**src/pkg/ldt_pkg.sv**
```systemverilog
// Constants, types and state record for the LED dimming timing control
package ldt_pkg;

	// Clock rate and the time figures the block works with
	localparam int LDT_CLK_MHZ = 100;
	localparam int LDT_MIN_GATE_HIGH_NS = 300;
	localparam int LDT_MIN_GATE_LOW_US = 1;
	localparam int LDT_MIN_PHASE_NS = 150;
	localparam int LDT_PULSE_CODED_DIM_MODE_TIMEOUT_US = 50;
	localparam int LDT_SETTLE_MS = 1;
	localparam int LDT_MIN_PHASE_CYC =
		(LDT_MIN_PHASE_NS * LDT_CLK_MHZ + 999) / 1000;
	localparam int LDT_PULSE_CODED_DIM_MODE_TIMEOUT_CYC = LDT_PULSE_CODED_DIM_MODE_TIMEOUT_US * LDT_CLK_MHZ;
	localparam int LDT_SETTLE_CYC = LDT_SETTLE_MS * 1000 * LDT_CLK_MHZ;

	// Widths
	localparam int LDT_CHANNELS = 6;
	localparam int LDT_DELAY_W = 16;
	localparam int LDT_CNT_W = 14;
	localparam int LDT_PCT_W = 7;
	localparam int LDT_LVL_W = 8;
	localparam int LDT_DIV_W = 20;
	localparam int LDT_QBITS = 7;
	localparam int LDT_SYNC_W = 3;

	// Percent scale and level-mode mapping
	localparam logic [LDT_PCT_W-1:0] LDT_PCT_FULL = 7'h64;
	localparam logic [LDT_PCT_W-1:0] LDT_PCT_FLOOR = 7'h0A;
	localparam logic [LDT_PCT_W-1:0] LDT_PCT_SPAN = 7'h5A;
	// Level codes of the lower and upper dimming thresholds
	localparam logic [LDT_LVL_W-1:0] LDT_LVL_LO = 8'h0E;
	localparam logic [LDT_LVL_W-1:0] LDT_LVL_HI = 8'h8B;
	localparam logic [LDT_CNT_W-1:0] LDT_CNT_MAX = 14'h3FFF;
	localparam logic [2:0] LDT_QTOP = 3'h6;

	typedef enum logic [2:0] {
		LDT_OFF,
		LDT_PRE,
		LDT_LATE,
		LDT_ON,
		LDT_POST
	} ldt_gate_st_t;

	typedef struct packed {
		logic [LDT_DELAY_W-1:0] preboost_delay;
		logic [LDT_CHANNELS-1:0] sink_select;
	} ldt_cfg_t;

	typedef struct packed {
		logic boost_en;
		logic [LDT_CHANNELS-1:0] sink_en;
	} ldt_drive_t;

	typedef struct packed {
		logic [LDT_SYNC_W-1:0] gate_s;
		logic [LDT_SYNC_W-1:0] en_s;
		logic [LDT_SYNC_W-1:0] dim_s;
		logic gate_f;
		logic en_f;
		logic dim_f;
		ldt_gate_st_t gst;
		logic [LDT_DELAY_W-1:0] gcnt;
		logic [LDT_DELAY_W-1:0] glim;
		ldt_drive_t drive;
		logic pulse_mode;
		logic rise_seen;
		logic fall_seen;
		logic [LDT_CNT_W-1:0] since_rise;
		logic [LDT_CNT_W-1:0] high_len;
		logic [LDT_CNT_W-1:0] period;
		logic period_ok;
		logic div_busy;
		logic div_pulse;
		logic [2:0] div_bit;
		logic [LDT_DIV_W-1:0] div_rem;
		logic [LDT_DIV_W-1:0] div_den;
		logic [LDT_QBITS-1:0] div_q;
		logic [LDT_PCT_W-1:0] pct;
	} ldt_state_t;

endpackage : ldt_pkg

```
**src/ldt_dimming_ctrl.sv**
```systemverilog
// LED dimming timing control: pre-boost gating and dimming mode detection
`timescale 1ns/1ps

// How it works
// [RULE_01] Gate rise starts boost now; sinks stay off until pre-boost delay ends.
// [RULE_02] Gate fall keeps boost and sinks on for the same delay.
// [RULE_03] Gate high times down to 300 ns still yield correct sink on-time.
// [RULE_04] Host never drives gate low for less than one microsecond.
// [RULE_05] Gate held high permanently keeps the sinks continuously on.
// [RULE_06] A clock seen on the analog dim input selects pulse-coded mode.
// [RULE_07] No clock pulse for about 50 us returns to level mode.
// [RULE_08] Host keeps dim clock high and low phases at least 150 ns.
// [RULE_09] Pulse-coded current percent is 100 minus measured high duty.
// [RULE_10] Level mode scales current linearly from ten percent to full.
// [RULE_11] Floating input reads as lowest level, giving about ten percent.
// [RULE_12] Host drives the dim clock between 40 kHz and 1 MHz.
// [RULE_13] Host keeps dim clock duty within the band for its frequency.
// [RULE_14] Current level settles within about one millisecond of a change.
// [RULE_15] Pre-boost delay should be about three boost switching cycles.
// [RULE_16] Dimming ratio falls with gate frequency since minimum on-time is fixed.
// [RULE_17] Sinks are enabled only while chip enable and gate are both high; the code also drives them in POST, after gate or chip enable has fallen.
// [RULE_18] Pre-boost delay is a cycle count used on both gate edges.
// [RULE_19] After reset the mode detector is in level mode.
// [RULE_20] Duty is measured by counting the high phase and the rise-to-rise period.
module ldt_dimming_ctrl #(
	parameter int TIMEOUT_CYC = ldt_pkg::LDT_PULSE_CODED_DIM_MODE_TIMEOUT_CYC
) (
	input wire logic sys_clk,
	input wire logic reset,
	input wire logic gate_pwm_in,
	input wire logic chip_en_in,
	input wire logic analog_dim_input,
	input wire logic [ldt_pkg::LDT_LVL_W-1:0] analog_dim_level,
	input wire ldt_pkg::ldt_cfg_t cfg,
	output ldt_pkg::ldt_drive_t drive,
	output logic pulse_coded_dim_mode,
	output logic [ldt_pkg::LDT_PCT_W-1:0] current_pct
);
	import ldt_pkg::*;

	localparam logic [LDT_CNT_W-1:0] TIMEOUT_CNT = LDT_CNT_W'(TIMEOUT_CYC);

	ldt_state_t st_r;
	ldt_state_t st_nxt;

	logic gate_on;
	logic dim_rise;
	logic dim_fall;
	logic [LDT_LVL_W-1:0] lvl_clamped;
	logic [LDT_DIV_W-1:0] den_shift;

	// Helpers keep the single combinational process readable

	// Pin history moves one stage per clock, newest sample at the bottom
	function automatic logic [LDT_SYNC_W-1:0] f_shift(
		input logic [LDT_SYNC_W-1:0] s,
		input logic pin
	);
		return {s[LDT_SYNC_W-2:0], pin};
	endfunction : f_shift

	// The filtered level moves only when the last two stages agree, so a
	// single metastable sample can never show up as an edge
	function automatic logic f_filter(
		input logic [LDT_SYNC_W-1:0] s,
		input logic f
	);
		logic res;
		res = f;
		if (s[LDT_SYNC_W-1] == s[LDT_SYNC_W-2]) begin
			res = s[LDT_SYNC_W-1];
		end
		return res;
	endfunction : f_filter

	function automatic logic f_open(input logic gate, input logic en);
		return gate & en;
	endfunction : f_open

	// Boost runs in every state but idle
	function automatic logic f_boost(input ldt_gate_st_t s);
		return s != LDT_OFF;
	endfunction : f_boost

	// Sinks conduct in ON and in the trailing hold, so on-time keeps width
	function automatic logic f_sinks(input ldt_gate_st_t s);
		return (s == LDT_ON) || (s == LDT_POST);
	endfunction : f_sinks

	function automatic logic [LDT_CHANNELS-1:0] f_sink_vec(
		input logic [LDT_CHANNELS-1:0] sel,
		input logic active
	);
		logic [LDT_CHANNELS-1:0] res;
		for (int i = 0; i < LDT_CHANNELS; i++) begin
			res[i] = sel[i] & active;
		end
		return res;
	endfunction : f_sink_vec

	// Phase lengths count the capturing cycle too, so a 50-cycle high
	// phase reads as 50 rather than 49
	function automatic logic [LDT_CNT_W-1:0] f_len(
		input logic [LDT_CNT_W-1:0] cnt
	);
		logic [LDT_CNT_W-1:0] res;
		res = cnt;
		if (cnt != LDT_CNT_MAX) begin
			res = cnt + 1'b1;
		end
		return res;
	endfunction : f_len

	// A silent dim pin past the limit means the host clock has stopped
	function automatic logic f_lost(
		input logic [LDT_CNT_W-1:0] since,
		input logic [LDT_CNT_W-1:0] limit
	);
		return since >= limit;
	endfunction : f_lost

	// Codes outside the dimming window pin to its ends; a floating pin
	// reads as code zero and so lands on the floor
	function automatic logic [LDT_LVL_W-1:0] f_clamp(
		input logic [LDT_LVL_W-1:0] c
	);
		logic [LDT_LVL_W-1:0] res;
		res = c;
		if (c < LDT_LVL_LO) begin
			res = LDT_LVL_LO;
		end else if (c > LDT_LVL_HI) begin
			res = LDT_LVL_HI;
		end
		return res;
	endfunction : f_clamp

	// Both factors are widened first, else the product wraps at the
	// width of the wider operand
	function automatic logic [LDT_DIV_W-1:0] f_lvl_num(
		input logic [LDT_LVL_W-1:0] c
	);
		logic [LDT_DIV_W-1:0] span;
		span = LDT_DIV_W'(c - LDT_LVL_LO);
		return span * LDT_DIV_W'(LDT_PCT_SPAN);
	endfunction : f_lvl_num

	function automatic logic [LDT_DIV_W-1:0] f_duty_num(
		input logic [LDT_CNT_W-1:0] high
	);
		logic [LDT_DIV_W-1:0] wide;
		wide = LDT_DIV_W'(high);
		return wide * LDT_DIV_W'(LDT_PCT_FULL);
	endfunction : f_duty_num

	function automatic logic [LDT_DIV_W-1:0] f_den_shift(
		input logic [LDT_DIV_W-1:0] den,
		input logic [2:0] idx
	);
		return den << idx;
	endfunction : f_den_shift

	// Pulse mode dims by the high duty, level mode lifts from the floor
	function automatic logic [LDT_PCT_W-1:0] f_pct(
		input logic pulse,
		input logic [LDT_QBITS-1:0] q
	);
		logic [LDT_PCT_W-1:0] res;
		if (pulse) begin
			res = LDT_PCT_FULL - q; // RULE_09
		end else begin
			res = LDT_PCT_FLOOR + q; // RULE_10
		end
		return res;
	endfunction : f_pct

	always_comb begin
		st_nxt = st_r;
		lvl_clamped = analog_dim_level;
		den_shift = '0;

		// Three-stage synchronisers; a change counts once stages 2 and 3 agree
		st_nxt.gate_s = f_shift(st_r.gate_s, gate_pwm_in);
		st_nxt.en_s = f_shift(st_r.en_s, chip_en_in);
		st_nxt.dim_s = f_shift(st_r.dim_s, analog_dim_input);
		st_nxt.gate_f = f_filter(st_r.gate_s, st_r.gate_f);
		st_nxt.en_f = f_filter(st_r.en_s, st_r.en_f);
		st_nxt.dim_f = f_filter(st_r.dim_s, st_r.dim_f);

		gate_on = f_open(st_r.gate_f, st_r.en_f); // RULE_17
		dim_rise = st_nxt.dim_f & ~st_r.dim_f;
		dim_fall = ~st_nxt.dim_f & st_r.dim_f;

		// Gate sequencer; the counter is exact at any high time, so short
		// pulses keep their width and a steady high just stays in ON
		st_nxt.gcnt = st_r.gcnt + 1'b1;
		unique case (st_r.gst)
			LDT_OFF: begin
				st_nxt.gcnt = '0;
				if (gate_on) begin
					st_nxt.gst = LDT_PRE; // RULE_01
				end
			end
			LDT_PRE: begin
				if (!gate_on) begin
					// Short pulse: remember its width, still wait out the delay
					st_nxt.glim = st_r.gcnt; // RULE_03 RULE_16
					st_nxt.gst = LDT_LATE;
				end else if (st_r.gcnt >= cfg.preboost_delay) begin
					st_nxt.gst = LDT_ON; // RULE_01 RULE_18
				end
			end
			LDT_LATE: begin
				if (st_r.gcnt >= cfg.preboost_delay) begin
					st_nxt.gcnt = '0;
					st_nxt.gst = LDT_POST; // RULE_03
				end
			end
			LDT_ON: begin
				st_nxt.gcnt = '0;
				st_nxt.glim = cfg.preboost_delay;
				if (!gate_on) begin
					st_nxt.gst = LDT_POST; // RULE_02 RULE_18
				end
			end
			LDT_POST: begin
				// Back to OFF; a new rise is taken from there on level
				if (st_r.gcnt >= st_r.glim) begin
					st_nxt.gst = LDT_OFF; // RULE_02
				end
			end
		endcase

		st_nxt.drive.boost_en = f_boost(st_nxt.gst); // RULE_01 RULE_02
		st_nxt.drive.sink_en = f_sink_vec(cfg.sink_select,
			f_sinks(st_nxt.gst)); // RULE_05

		// Dim input phase measurement
		if (st_r.since_rise != LDT_CNT_MAX) begin
			st_nxt.since_rise = st_r.since_rise + 1'b1;
		end
		if (dim_fall) begin
			st_nxt.high_len = f_len(st_r.since_rise); // RULE_20
			st_nxt.fall_seen = st_r.rise_seen;
		end
		if (dim_rise) begin
			st_nxt.since_rise = '0;
			st_nxt.rise_seen = 1'b1;
			if (st_r.rise_seen && st_r.fall_seen) begin
				// Second rise with a fall between: a real clock is present
				st_nxt.period = f_len(st_r.since_rise); // RULE_20
				st_nxt.period_ok = 1'b1;
				st_nxt.pulse_mode = 1'b1; // RULE_06
			end
		end else if (f_lost(st_r.since_rise, TIMEOUT_CNT)) begin
			// Lost clock; measurement is restarted from scratch
			st_nxt.pulse_mode = 1'b0; // RULE_07
			st_nxt.rise_seen = 1'b0;
			st_nxt.fall_seen = 1'b0;
			st_nxt.period_ok = 1'b0;
		end

		// Shared shift-subtract divider, one quotient bit per cycle; a fresh
		// result every eight cycles keeps settling far inside one millisecond
		if (!st_r.div_busy) begin
			st_nxt.div_busy = 1'b1;
			st_nxt.div_bit = LDT_QTOP;
			st_nxt.div_q = '0;
			if (st_r.pulse_mode && st_r.period_ok) begin
				st_nxt.div_pulse = 1'b1;
				st_nxt.div_rem = f_duty_num(st_r.high_len);
				st_nxt.div_den = LDT_DIV_W'(st_r.period);
			end else begin
				lvl_clamped = f_clamp(analog_dim_level); // RULE_11
				st_nxt.div_pulse = 1'b0;
				st_nxt.div_rem = f_lvl_num(lvl_clamped); // RULE_10
				st_nxt.div_den = LDT_DIV_W'(LDT_LVL_HI - LDT_LVL_LO);
			end
		end else begin
			den_shift = f_den_shift(st_r.div_den, st_r.div_bit);
			if (st_r.div_rem >= den_shift) begin
				st_nxt.div_rem = st_r.div_rem - den_shift;
				st_nxt.div_q[st_r.div_bit] = 1'b1;
			end
			st_nxt.div_bit = st_r.div_bit - 1'b1;
			if (st_r.div_bit == '0) begin
				st_nxt.div_busy = 1'b0;
				// Drop a result whose mode changed while it was computed
				if (st_r.div_pulse == st_r.pulse_mode) begin
					st_nxt.pct = f_pct(st_r.div_pulse,
						st_nxt.div_q); // RULE_09 RULE_10 RULE_14
				end
			end
		end
	end

	// Reset clears the synchronisers too, so the first filtered levels
	// are low like the idle pins and no false edge follows release; the
	// level output starts at the floor until the first divider run ends
	always_ff @(posedge sys_clk) begin
		if (reset) begin
			st_r <= '0; // RULE_19
			st_r.pct <= LDT_PCT_FLOOR;
		end else begin
			st_r <= st_nxt;
		end
	end

	assign drive = st_r.drive;
	assign pulse_coded_dim_mode = st_r.pulse_mode;
	assign current_pct = st_r.pct;

endmodule : ldt_dimming_ctrl

```
**config.mk**
```make
export PLATFORM = sky130hd
export DESIGN_NAME = ldt_dimming_ctrl
export DESIGN_NICKNAME = d
export VERILOG_FILES = /design/src/pkg/ldt_pkg.sv /design/src/ldt_dimming_ctrl.sv
export SDC_FILE = /design/constraint.sdc
export NUM_CORES = 1
export LEC_CHECK = 0
export BUFFER_PORTS_ARGS = -buffer_cell sky130_fd_sc_hd__buf_2
export CELL_PAD_IN_SITES_DETAIL_PLACEMENT = 1
export CELL_PAD_IN_SITES_GLOBAL_PLACEMENT = 2
export CORE_UTILIZATION = 35
export CTS_CLUSTER_DIAMETER = 50
export DETAILED_ROUTE_END_ITERATION = 6
export PLACE_DENSITY = 0.88
export SYNTH_ARGS = -nofsm -noshare
export SYNTH_HDL_FRONTEND = slang
export SYNTH_SLANG_ARGS = --single-unit
```
**constraint.sdc**
```tcl
create_clock -name sys_clk -period 5.2 [get_ports sys_clk]
set_input_delay 0.52 -clock sys_clk [delete_from_list [all_inputs] [get_ports sys_clk]]
set_output_delay 0.52 -clock sys_clk [all_outputs]
set_load 0.1 [all_outputs]
```
Word level (Yosys, flattened, before mapping). Cells that the tools add are included.

Bits in registers: 159. Bits of input ports: 35. Output and inout bits: 15. Word-level logic and storage cells: 122.

Add/subtract/negate cells: 7. $mul: 2. Order comparisons: 8. Equal/unequal tests: 14. Shift-type cells: 1. Mux-type cells: 35. Bitwise logic cells: 13. Reduce and logical (&&, ||, !) cells: 16.

Operators with widths (number): $pmux W16 S2 (2); $mux W40 (1); $ge A16 B16 Y1 (2); $mux W8 (4); $mux W23 (1); $mux W7 (3); $ge A20 B20 Y1 (1); $mul A20 B6 Y19 const B (1); $mux W20 (1); $shl A20 B3 Y20 (1); $sub A20 B20 Y20 (1); $mux W19 (1); $mul A14 B5 Y18 const B (1); $mux W3 (6); $add A16 B1 Y16 const B (1); $mux W16 (1); $pmux W3 S5 (1); $add A14 B1 Y14 const B (1); $ge A14 B13 Y1 const B (1); $mux W14 (1); $ne A14 B14 Y1 const B (1); $mux W1 (11); $and A1 B1 Y1 (9); $eq A3 B2 Y1 const B (3); 25 further kinds (40).

Longest topological paths before layout. Gate-level depths: netlist of run 1.

Depth in word-level cells: 9. Gate-level depth with buffers: 23. Mapped depth without buffers: 22.

Worst setup path before layout of run 1. No wires, ideal clock.

Kind: in2reg. Start point: in analog_dim_level[4] (netlist bit). End point: reg st_r[48] (netlist bit). Setup time: 133 ps. Arrival: 4871 ps. Data required time: 5067 ps. Setup slack: 196 ps. Cell stages on the path: 23. Path buffers: 1. Cell sequence: clkbuf_1 > nor3_1 > nand3b_1 > a21o_1 > ha_1 > a21o_1 > a221oi_1 > o22ai_1 > ha_1 > ha_1 > inv_1 > fa_1 > inv_1 > ha_1 > a21o_1 > a21oi_1 > o21bai_1 > a21oi_1 > a21oi_1 > a31o_2 > xor2_1 > nand2_1 > a31oi_1.

Word-level cells in the longest chain between the ends: 9. Elaborated cells between the ends (all ways): 10. Classes of those cells: add/sub: 1; mul: 1; order compare: 2; mux: 6.

Ends and longest elaborated chain: start, declared (line ldt_dimming_ctrl.sv:33) `input wire logic [ldt_pkg::LDT_LVL_W-1:0] analog_dim_level,`; $gt A8 B8 Y1 (line ldt_dimming_ctrl.sv:131) `end else if (c > LDT_LVL_HI) begin`; $mux W8 (line ldt_dimming_ctrl.sv:131); $mux W8 * (line ldt_dimming_ctrl.sv:129) `if (c < LDT_LVL_LO) begin`; $mux W8 * (line ldt_dimming_ctrl.sv:268) `if (st_r.pulse_mode && st_r.period_ok) begin`; $mux W8 * (line ldt_dimming_ctrl.sv:264) `if (!st_r.div_busy) begin`; $sub A8 B4 Y9 * (line ldt_dimming_ctrl.sv:143) `span = LDT_DIV_W'(c - LDT_LVL_LO);`; $mul A20 B6 Y19 * (line ldt_dimming_ctrl.sv:144) `return span * LDT_DIV_W'(LDT_PCT_SPAN);`; $mux W40 * (line ldt_dimming_ctrl.sv:268); $mux W23 * (line ldt_dimming_ctrl.sv:264); end signal, assigned (line ldt_dimming_ctrl.sv:304) `st_r <= st_nxt;`; end, declared (line ldt_dimming_ctrl.sv:43) `ldt_state_t st_r;`.

Every way passes the cells marked *; elsewhere a longest branch is shown, timed or not. The select of a mux whose other input is x is not followed. A chain may end at the register's enable or synchronous reset.

Worst setup path in the final report of run 1.
Start point: in analog_dim_level[7] (netlist bit). End point: reg st_r[49] (netlist bit).

Same word-level chain as after synthesis.

==> results of run 1 <==
==> cell families after synthesis <==
family / Yosys count / synth area share [%]
other cells: 2 / 0.0677
simple gates: 423 / 17.3
mux: 34 / 3.98
compound gates: 316 / 18.5
buf+inv: 221 / 8.01
xor+xnor: 68 / 5.37
fa+ha+maj: 156 / 19.3
flops: 152 / 27.4
==> power breakdown <==
| part | switching (mW) | internal, mW | total (mW) |
|---|---|---|---|
| clock network | 0.562 | 0.752 | 1.31 |
| registers | 0.0664 | 1.25 | 1.32 |
| logic | 1.34 | 0.930 | 2.27 |
| total | 1.97 | 2.93 | 4.90 |
==> what timing repair did <==
| action | in CTS | in global routing |
|---|---|---|
| gates resized for setup | 0 | 1 |
| endpoints found under the hold margin | 0 | 0 |
| endpoints found under the setup margin | 0 | 1 |
==> Yosys cell counts, types with 14 or more instances <==
library cell / count / share of area (%)
nand3_1: 33 / 1.5
a21oi_1: 117 / 5.3
mux2i_1: 25 / 2.3
inv_1: 147 / 5.0
o21ai_0: 33 / 1.5
a211oi_1: 67 / 4.5
nor2_1: 196 / 6.6
nor2b_1: 27 / 1.5
ha_1: 130 / 15
buf_4: 14 / 0.95
clkbuf_1: 44 / 1.5
xor2_1: 31 / 2.4
a21o_1: 19 / 1.3
xnor2_1: 37 / 2.9
nor3_1: 23 / 1.0
nand2_1: 83 / 2.8
dfxtp_1: 152 / 27
fa_1: 26 / 4.7
==> area by class of cell <==
cell class / count / area (µm²) / area share, %
clock buffers: 20 / 457 / 3.72
well taps: 396 / 495 / 4.04
multi-input cells: 1003 / 7200 / 58.6
inverters: 147 / 552 / 4.49
repair buffers: 66 / 375 / 3.06
flip-flops and latches: 152 / 3040 / 24.8
clock inverters: 12 / 159 / 1.29
==> how the worst max path moves through the flow <==
| stage | to | from | slack (ns) |
|---|---|---|---|
| final | st_r[49] | analog_dim_level[7] | 0.38 |
| after detailed placement | st_r[49] | analog_dim_level[6] | -0.13 |
| after global placement | st_r[49] | analog_dim_level[6] | 0.10 |
| after floorplan | st_r[48] | analog_dim_level[4] | 0.20 |
| after CTS | st_r[49] | analog_dim_level[6] | 0.31 |
| after global routing | st_r[49] | analog_dim_level[6] | 0.05 |
==> state kept, by name (all words and copies together), names as in the netlist <==
name,flops
current_pct,7
drive,7
pulse_coded_dim_mode,1
st_nxt,6
st_r,131
==> through the flow <==
stage	std cells	setup WS, ns	setup TNS (ns)
floorplan	1376	0.196	0
global placement	1764	0.103	0
detailed placement	1764	-0.132	-0.167
CTS	1796	0.311	0
global route	1796	0.0459	0
finish	1796	0.385	0
==> routing by layer <==
layer | track usage (%) | up-vias
met5 | 0 | -
met4 | 4.62 | 0
met3 | 2.81 | 19
met2 | 31.8 | 106
met1 | 23.4 | 4522
li1 | - | 4724
==> metrics.txt, run 1 <==
yosys warns 0; initial DRC count 377; post-detailed-route wirelength per cell 15.9 µm; core area 30900 µm²; Worst path slowest cell fa_1; Root Driver clkbuf_16; CTS max path bufs 2; Max VDD drop 0.000164 V; ANT nets after route 0; Synth Flop Type dfxtp_1; register area share after synthesis 27.4%; clock transition at the registers of the reported paths 0.07 ns; Post-DP Area 11700 µm²; later-pin clock latency in the skew report 0.44 ns; Fin. Hold Viols 0; most frequent cells in the layout nor2_1 (195), dfxtp_1 (151), inv_1 (147); first-pass GRT wire length 48.7 mm; Max Used Layer met4; H-Tree Depth 4; Worst Path Max Fanout 12; r2r endpoint current_pct[3]; Hold Path Depth 2; Hold Path End drive[0]; Met2 Wirelength 13.8 mm; most common cell after layout, fill and taps aside nor2_1; Bufs and invs on worst path 2; DRC Markers 0; vias in the first global route 9753; max incr delay on CP 0.51 ns; WHS 0.286 ns; Max Slew Vio Count 0; Filler Cell Count 3735; routability congestion estimate 0.800; Pre-Repair DR Iteration Count 4; required time of the critical path 5.54 ns; total CTS buffers 17; worst reg2reg startpoint st_r[55]; worst-margin pin slew 0.987 ns; worst reg2reg setup slack 0.75 ns; die height 180 µm; Initial Util 35.9%; skew final 0.00861 ns; worst path cell trace buf_2 -> or2_2 -> a21o_1 -> ha_1 -> a21o_1 -> a221oi_1 -> o22ai_1 -> ha_1 -> ha_1 -> inv_1 -> fa_1 -> fa_1 -> nor2b_1 -> o21ai_0 -> nor2b_1 -> o211ai_1 -> a21oi_1 -> o21ai_0 -> xnor2_1 -> nand2_1 -> a221oi_1; max-slew headroom at the worst pin 34.2%; CTS tree done; Setup-failing EPs final 0; number of port buffers 49; Tot GR Track Use 18.2%; period utilization 92.6%; Nets 1578; row cnt 64; hold_sp cfg[0]; Final HPWL DP 21.4 mm; antenna fix cells 0; CTS Sinks 152; CP Depth 21; DR WL met3 618 µm; Worst setup SP type input pin; Synth Cell Area 11100 µm²; post-CTS setup buffers 0; fin util 39.7%; Max Clk Rate 0.208 GHz; crit-path most repeated cell ha_1; CP top delay family adder cells; Die Area 32400 µm²; share of layout cells above drive strength 1 9.36%; P_leak 5.28 nW; P&R area growth vs syn 10.6%; largest net degree at the start of global routing 70; PnR Total Power 4.90 mW; WL final 28.5 mm; synthesis-stage register bit count 152; crit path DAT 5.16 ns; final instance area 12300 µm²; via count 9371; EDFF count, synth 0; Top Ports 50; GRT overflow 0; ys async rst share 0%; Max Cap Viol 0; post-layout min period 4.82 ns; Cells after Synth 1372; M1 WL 13.8 mm; Die W 180 µm; RSZ-0062 raised after global routing no; PD cells 399 nW/µm²; initial antenna violation count 0; Distinct cells, synth 70; CP endpoint kind flip-flop; Worst Hold Class input pin to flip-flop; CTS hold repair buffers 0; average cell area after synthesis 8.09 µm²; critical path type input pin to flip-flop; Register-to-Register Path Depth 16; vias per cell 5.22; status finished, final reports clean
No activity file was read; power rests on OpenSTA's default activity.
==> run 2, diff against run 1 <==
--- a/config.mk
+++ b/config.mk
@@ -5,10 +5,11 @@
 export SDC_FILE = /design/constraint.sdc
 export NUM_CORES = 1
 export LEC_CHECK = 0
+export ABC_AREA = 1
 export BUFFER_PORTS_ARGS = -buffer_cell sky130_fd_sc_hd__buf_2
 export CELL_PAD_IN_SITES_DETAIL_PLACEMENT = 1
 export CELL_PAD_IN_SITES_GLOBAL_PLACEMENT = 2
-export CORE_UTILIZATION = 35
+export CORE_UTILIZATION = 33
 export CTS_CLUSTER_DIAMETER = 50
 export DETAILED_ROUTE_END_ITERATION = 6
 export PLACE_DENSITY = 0.88
==> run 2 against run 1 <==
Global-route usage increased by 0.49 points. Via count rose by 11%. Critical path depth grew 4. Critical endpoint is now st_r[47]. First-iteration DRC count increased by 24%. Highest routed layer unchanged. Synthesized area up 1.9%. Largest cell class unchanged. Sequential share of layout area fell by 0.70 points.
==> metrics.txt, run 2 <==
Filler Cell Count 4257 (+14%); Worst setup SP type input pin; mux cell area share after synthesis 0.265% (-3.7 points); core area 33600 µm² (+8.8%); pre-CTS WS -0.187 ns (-0.0544 ns); Max Cap Viol 0 (unchanged); routability congestion estimate 0.868 (+8.5%); H-Tree Depth 4 (unchanged); WL final 31.5 mm (+11%); later-pin clock latency in the skew report 0.44 ns (about the same); yosys warns 0 (unchanged); vias in the first global route 10800 (+11%); total CTS buffers 17 (unchanged); initial DRC count 466 (+24%); status finished, final reports clean; Synth top area share 26.9% (-0.52 points); die height 187 µm (+3.9%); GRT overflow 0 (unchanged); Synth Area in XOR/XNOR 2.86% (-2.5 points); PD cells 378 nW/µm² (-5.2%); share of layout cells above drive strength 1 8.54% (-0.82 points); Biggest register st_r; Root Driver clkbuf_16; Tot GR Track Use 18.7% (+0.49 points); Max Clk Rate 0.213 GHz (+2.8%); Initial Util 33.7% (-2.3 points); Synth Area in Simple Gates 20.2% (+2.9 points); Die Area 35000 µm² (+8.0%); Nets 1817 (+15%); average cell area after synthesis 7.09 µm² (-12%); Distinct cells, synth 54 (-23%); initial antenna violation count 0 (unchanged); Synth area leaders dfxtp_1 (27%), ha_1 (14%), inv_1 (9.6%), nand2_1 (7.8%), o21ai_0 (6.1%); post-layout min period 4.68 ns (-0.131 ns); Top Ports 50 (unchanged); register area share after synthesis 26.9% (-0.52 points); ANT nets after route 0 (unchanged); register area 3040 µm² (about the same); via count 10400 (+11%); CTS max path bufs 2 (unchanged); Synth Flop Type dfxtp_1; vias per cell 4.98 (-4.6%); P&R area growth vs syn 11.6%; Setup-failing EPs final 0 (unchanged); leading area contributor after synthesis dfxtp_1; antenna fix cells 0 (unchanged); crit path DAT 4.99 ns (-0.17 ns); max FFs per register 131 (unchanged); Max Slew Vio Count 0 (unchanged); Pre-Repair DR Iteration Count 5 (+1); ys async rst share 0% (unchanged); Compound-Gate Fraction of Synth Area 18.5% (about the same); worst-margin pin slew 1.08 ns (+0.0908 ns); synthesis-stage register bit count 152 (unchanged); Max VDD drop 0.000266 V (+63%); CTS tree done; CP endpoint kind flip-flop; required time of the critical path 5.51 ns (-0.03 ns); CTS Sinks 152 (unchanged); number of port buffers 49 (unchanged); fin util 37.6% (-2.1 points); fin worst setup slack 0.515 ns (+0.131 ns); first-pass GRT wire length 53.5 mm (+9.8%); Synth Cell Area 11300 µm² (+1.9%); clock transition at the registers of the reported paths 0.07 ns (about the same); row cnt 67 (+4.7%); Die W 187 µm (+3.9%); area share of fa/ha/maj cells after synthesis 19.0% (-0.37 points); Cells after Synth 1597 (+16%); largest family of logic cells by synthesized area simple AND/OR/NAND/NOR gates; largest net degree at the start of global routing 57 (-19%); P_leak 6.00 nW (+14%); Fin Setup TNS 0 ns (unchanged); skew final 0.00983 ns (+0.00122 ns); multi-input logic area 6940 µm² (-3.6%); Fin. Hold Viols 0 (unchanged); Worst Hold Class input pin to flip-flop; EDFF count, synth 0 (unchanged); RSZ-0062 raised after global routing no; Final HPWL DP 24.8 mm (+16%); count leader, synth inv_1; DRC Markers 0 (unchanged); post-detailed-route wirelength per cell 15.1 µm (-4.9%); period utilization 90.1% (-2.5 points); most common cell after layout, fill and taps aside inv_1; WHS 0.288 ns (+0.00214 ns); Post-synth top cells inv_1 (290), nand2_1 (236), nor2_1 (155); critical path type input pin to flip-flop; max-slew headroom at the worst pin 28.0% (-6.1 points); Worst Path Max Fanout 4 (-8); most frequent cells in the layout inv_1 (290), nand2_1 (236), nor2_1 (155)
==> run 2: cell count changes in the layout (fill, tap and decap cells not counted), moves of 16 or more <==
| cell | change |
|---|---|
| a211oi_1 | -30 |
| a21o_1 | -16 |
| inv_1 | +143 |
| mux2i_1 | -22 |
| nand2_1 | +153 |
| nand3_1 | +22 |
| nor2_1 | -40 |
| nor2b_1 | -27 |
| o21ai_0 | +105 |
| xnor2_1 | -29 |
==> run 2: cell families (layout without fill, tap and decap cells) <==
| family | Yosys count | after routing |
|---|---|---|
| and+or+nand+nor | 527 | 527 |
| AOI/OAI and AO/OA | 368 | 368 |
| buffers and inverters | 352 | 390 |
| adders and majority gates | 156 | 156 |
| DFF | 152 | 152 |
| xor gates and xnor gates | 37 | 37 |
| muxes | 3 | 3 |
| other | 2 | 6 |
==> run 2: critical path, stage by stage <==
cell	delay (ns)
buf_2	0.13
inv_1	0.07
nand4_1	0.08
nand2_1	0.10
inv_1	0.10
nor3_2	0.15
inv_1	0.08
ha_1	0.22
a21oi_2	0.18
inv_1	0.08
o21ai_2	0.16
o31ai_4	0.11
ha_1	0.36
fa_1	0.55
inv_1	0.07
fa_1	0.53
inv_1	0.05
ha_1	0.32
a21oi_1	0.21
o21ai_0	0.15
a21oi_1	0.21
o21ai_0	0.13
xor2_1	0.16
o221ai_1	0.16
a31oi_1	0.10
==> run 2: final timing paths <==
| kind | slack (ns) | to | cells after the start | startpoint |
|---|---|---|---|---|
| max | 0.52 | st_r[47] | 25 | analog_dim_level[6] |
| min | 0.29 | st_nxt[154] | 3 | chip_en_in |
| max reg2reg | 0.84 | current_pct[6] | 22 | st_r[54] |
| min reg2reg | 0.41 | st_nxt[155] | 2 | st_nxt[154] |
==> run 2: repair_timing <==
action | in CTS | in global routing
setup endpoints to repair | 0 | 5
buffers inserted | 0 | 0
endpoints found under the hold margin | 0 | 0
gates resized for setup | 0 | 6
hold buffers | 0 | 0
==> run 2: layout make-up <==
cell class | count | share of cell area [%]
clock buffer | 21 | 3.72
clock inverter | 11 | 1.28
inverter | 295 | 8.77
multi-input combinational | 1097 | 54.9
sequential | 152 | 24.1
tap | 448 | 4.44
timing repair buffer | 63 | 2.77
==> run 2: per-stage QoR <==
stage	area, µm²	instances	power, mW
6_report	12600	2087	4.78
5_1_grt	12600	2087	5.17
4_1_cts	12600	2087	4.83
3_5_place_dp	12000	2055	3.45
3_3_place_gp	12000	2055	3.38
2_1_floorplan	11300	1601	2.93
==> run 2: metal layers <==
layer	up-vias	track usage (%)	share of wire, %
li1	5281	-	-
met1	4965	24.5	49
met2	108	32.4	48
met3	33	2.42	2.0
met4	0	4.67	1.2
met5	-	0	0
==> run 2: report_power, final <==
part / switching, mW / total, mW / leakage [nW] / internal, mW
Sequential: 0.0691 / 1.32 / 1.24 / 1.25
Combinational: 1.37 / 2.11 / 4.45 / 0.743
Clock: 0.540 / 1.34 / 0.312 / 0.805
Total: 1.98 / 4.78 / 6.00 / 2.80
==> run 3, diff against run 2 <==
==> constraint.sdc (replaced) <==
create_clock -name sys_clk -period 5.2 [get_ports sys_clk]
set_input_delay 1.04 -clock sys_clk [delete_from_list [all_inputs] [get_ports sys_clk]]
set_output_delay 1.04 -clock sys_clk [all_outputs]
set_load 0.1 [all_outputs]
==> run 3 against run 2 <==
Final area up 2.5%. Clock skew about the same. Global-route usage rose by 0.19 points. Die area stayed put. Register-to-register slack better by 0.19 ns. Utilization up 0.94 points. Routed wire length is 2.6% higher. Power rose by 4.3%. Largest cell class unchanged. Hold slack better by 0.12 ns. Combinational power rose by 12%. Critical path type unchanged.
==> metrics.txt, run 3 (synthesized netlist as in run 2, its figures left out) <==
Root Driver clkbuf_16; Pre-Repair DR Iteration Count 4 (-1); worst path cell trace buf_2 -> inv_1 -> nand4_1 -> nand2_2 -> inv_1 -> nor3_2 -> inv_1 -> ha_2 -> a21oi_2 -> nand2_2 -> o31ai_4 -> ha_4 -> fa_1 -> inv_1 -> fa_1 -> inv_1 -> ha_4 -> a21oi_2 -> o21ai_1 -> a21oi_1 -> o21ai_0 -> xor2_1 -> o221ai_1 -> a31oi_1; GRT overflow 0 (unchanged); PD cells 385 nW/µm² (+1.8%); DR WL met3 831 µm (+33%); critical path type input pin to flip-flop; fin util 38.5% (+0.94 points); CTS Sinks 152 (unchanged); Reg power frac 26.3% (-1.4 points); crit path DAT 5.34 ns (+0.35 ns); initial antenna violation count 1 (+1); max incr delay on CP 0.53 ns (-0.02 ns); Pint 2.90 mW (+3.5%); total CTS buffers 17 (unchanged); Final HPWL DP 25.3 mm (+2.3%); Filler Cell Count 4245 (-0.28%); status finished, final reports clean; vias in the first global route 10900 (+0.72%); worst-margin pin slew 0.856 ns (-0.222 ns); Fin. Hold Viols 0 (unchanged); Met2 Wirelength 15.9 mm (+4.4%); Worst Path Max Fanout 4 (unchanged); first-pass GRT wire length 53.8 mm (+0.61%); Max Clk Rate 0.201 GHz (-5.8%); Worst Hold Class flip-flop to flip-flop; max-slew headroom at the worst pin 42.9% (+15 points); Die Area 35000 µm² (unchanged); number of port buffers 49 (unchanged); Clk pwr share 26.2% (-1.9 points); CTS max path bufs 2 (unchanged); crit-path most repeated cell inv_1; most common cell after layout, fill and taps aside inv_1; vias per cell 4.94 (-0.66%); Top Ports 50 (unchanged); WL final 32.3 mm (+2.6%); via count 10500 (+0.96%); row cnt 67 (unchanged); Biggest register st_r; period utilization 95.6% (+5.5 points); Tot GR Track Use 18.9% (+0.19 points); final instance area 12900 µm² (+2.5%); P_leak 6.14 nW (+2.4%); CP endpoint kind flip-flop; Max Cap Viol 0 (unchanged); CTS tree done; Max VDD drop 0.000260 V (-2.3%); Max Used Layer met4; DRC Markers 0 (unchanged); post-layout min period 4.97 ns (+0.288 ns); P&R area growth vs syn 14.4%; Worst setup SP type input pin; largest net degree at the start of global routing 62 (+8.8%); post-detailed-route wirelength per cell 15.2 µm (+0.91%); routability congestion estimate 0.880 (+1.3%); Max Slew Vio Count 0 (unchanged); core area 33600 µm² (unchanged); ANT nets after route 0 (unchanged); die height 187 µm (unchanged); Comb pwr share 47.5% (+3.3 points); H-Tree Depth 4 (unchanged); share of layout cells above drive strength 1 11.2% (+2.7 points); Initial Util 33.7% (unchanged); Setup-failing EPs final 0 (unchanged); Worst path slowest cell fa_1; Sw Pwr 2.09 mW (+5.5%); clock transition at the registers of the reported paths 0.07 ns (about the same); CTS hold repair buffers 0 (unchanged); Sw Ratio 41.9% (+0.46 points); initial DRC count 323 (-31%); Post-DP Area 12200 µm² (+2.1%); later-pin clock latency in the skew report 0.43 ns (about the same); required time of the critical path 5.56 ns (+0.05 ns); Nets 1850 (+1.8%); most frequent cells in the layout inv_1 (290), nand2_1 (233), nor2_1 (154); max FFs per register 131 (unchanged); M1 WL 15.3 mm (-0.40%); Die W 187 µm (unchanged); skew final 0.00987 ns (+0.0000445 ns)
==> run 3: worst paths after layout <==
check / startpoint / to / slack, ns / cells after the start
setup / recovery: analog_dim_level[6] / st_r[47] / 0.23 / 24
hold / removal: st_nxt[154] / st_nxt[155] / 0.41 / 2
setup reg to reg: st_r[54] / current_pct[5] / 1.03 / 22
hold reg to reg: st_nxt[154] / st_nxt[155] / 0.41 / 2
==> run 3: area by class of cell <==
cell class                      count  area [µm²]  share of cell area, %
Multi-Input combinational cell   1097        7030                   54.3
Sequential cell                   152        3040                   23.5
Inverter                          295        1110                   8.55
Timing Repair Buffer               96         598                   4.62
Tap cell                          448         561                   4.33
Clock buffer                       18         429                   3.31
Clock inverter                     14         179                   1.38
Antenna cell                        1        2.50                 0.0193
==> run 3: power by group through the flow <==
stage / logic, mW / registers, mW / clock network, mW
after floorplan: 1.62 / 1.31 / 0
after global placement: 2.20 / 1.34 / 0
after detailed placement: 2.27 / 1.34 / 0
after CTS: 2.29 / 1.31 / 1.34
after global routing: 2.67 / 1.32 / 1.39
final: 2.37 / 1.31 / 1.31
==> run 3: repair_timing <==
action                                  CTS  global route
pin swaps                                 0             7
setup buffers                             0             1
resized for setup                         4            17
endpoints found under the setup margin    1             6
==> run 3: layer usage <==
metal / vias to the layer above / global-route usage [%]
met4: 0 / 4.41
met2: 99 / 33.7
met5: - / 0
met3: 30 / 2.95
li1: 5343 / -
met1: 5015 / 23.7
==> run 3: stage by stage <==
step / std cells / worst slack [ns] / hold WS, ns / power, mW / setup TNS (ns)
finish: 2121 / 0.227 / 0.406 / 4.99 / 0
global route: 2120 / -0.0341 / 0.427 / 5.38 / -0.0341
CTS: 2119 / 0.0229 / 0.409 / 4.94 / 0
detailed placement: 2087 / -0.516 / 0.397 / 3.60 / -2.74
global placement: 2087 / -0.265 / 0.391 / 3.54 / -1.16
floorplan: 1601 / -0.0000910 / 0.388 / 2.93 / -0.0000910
==> run 3: critical path, delay by kind of cell <==
kind | cells | cell delay, ns
xor+xnor | 1 | 0.20
simple gates | 4 | 0.44
compound gates | 8 | 1.43
buf+inv | 6 | 0.45
fa+ha+maj | 5 | 1.79
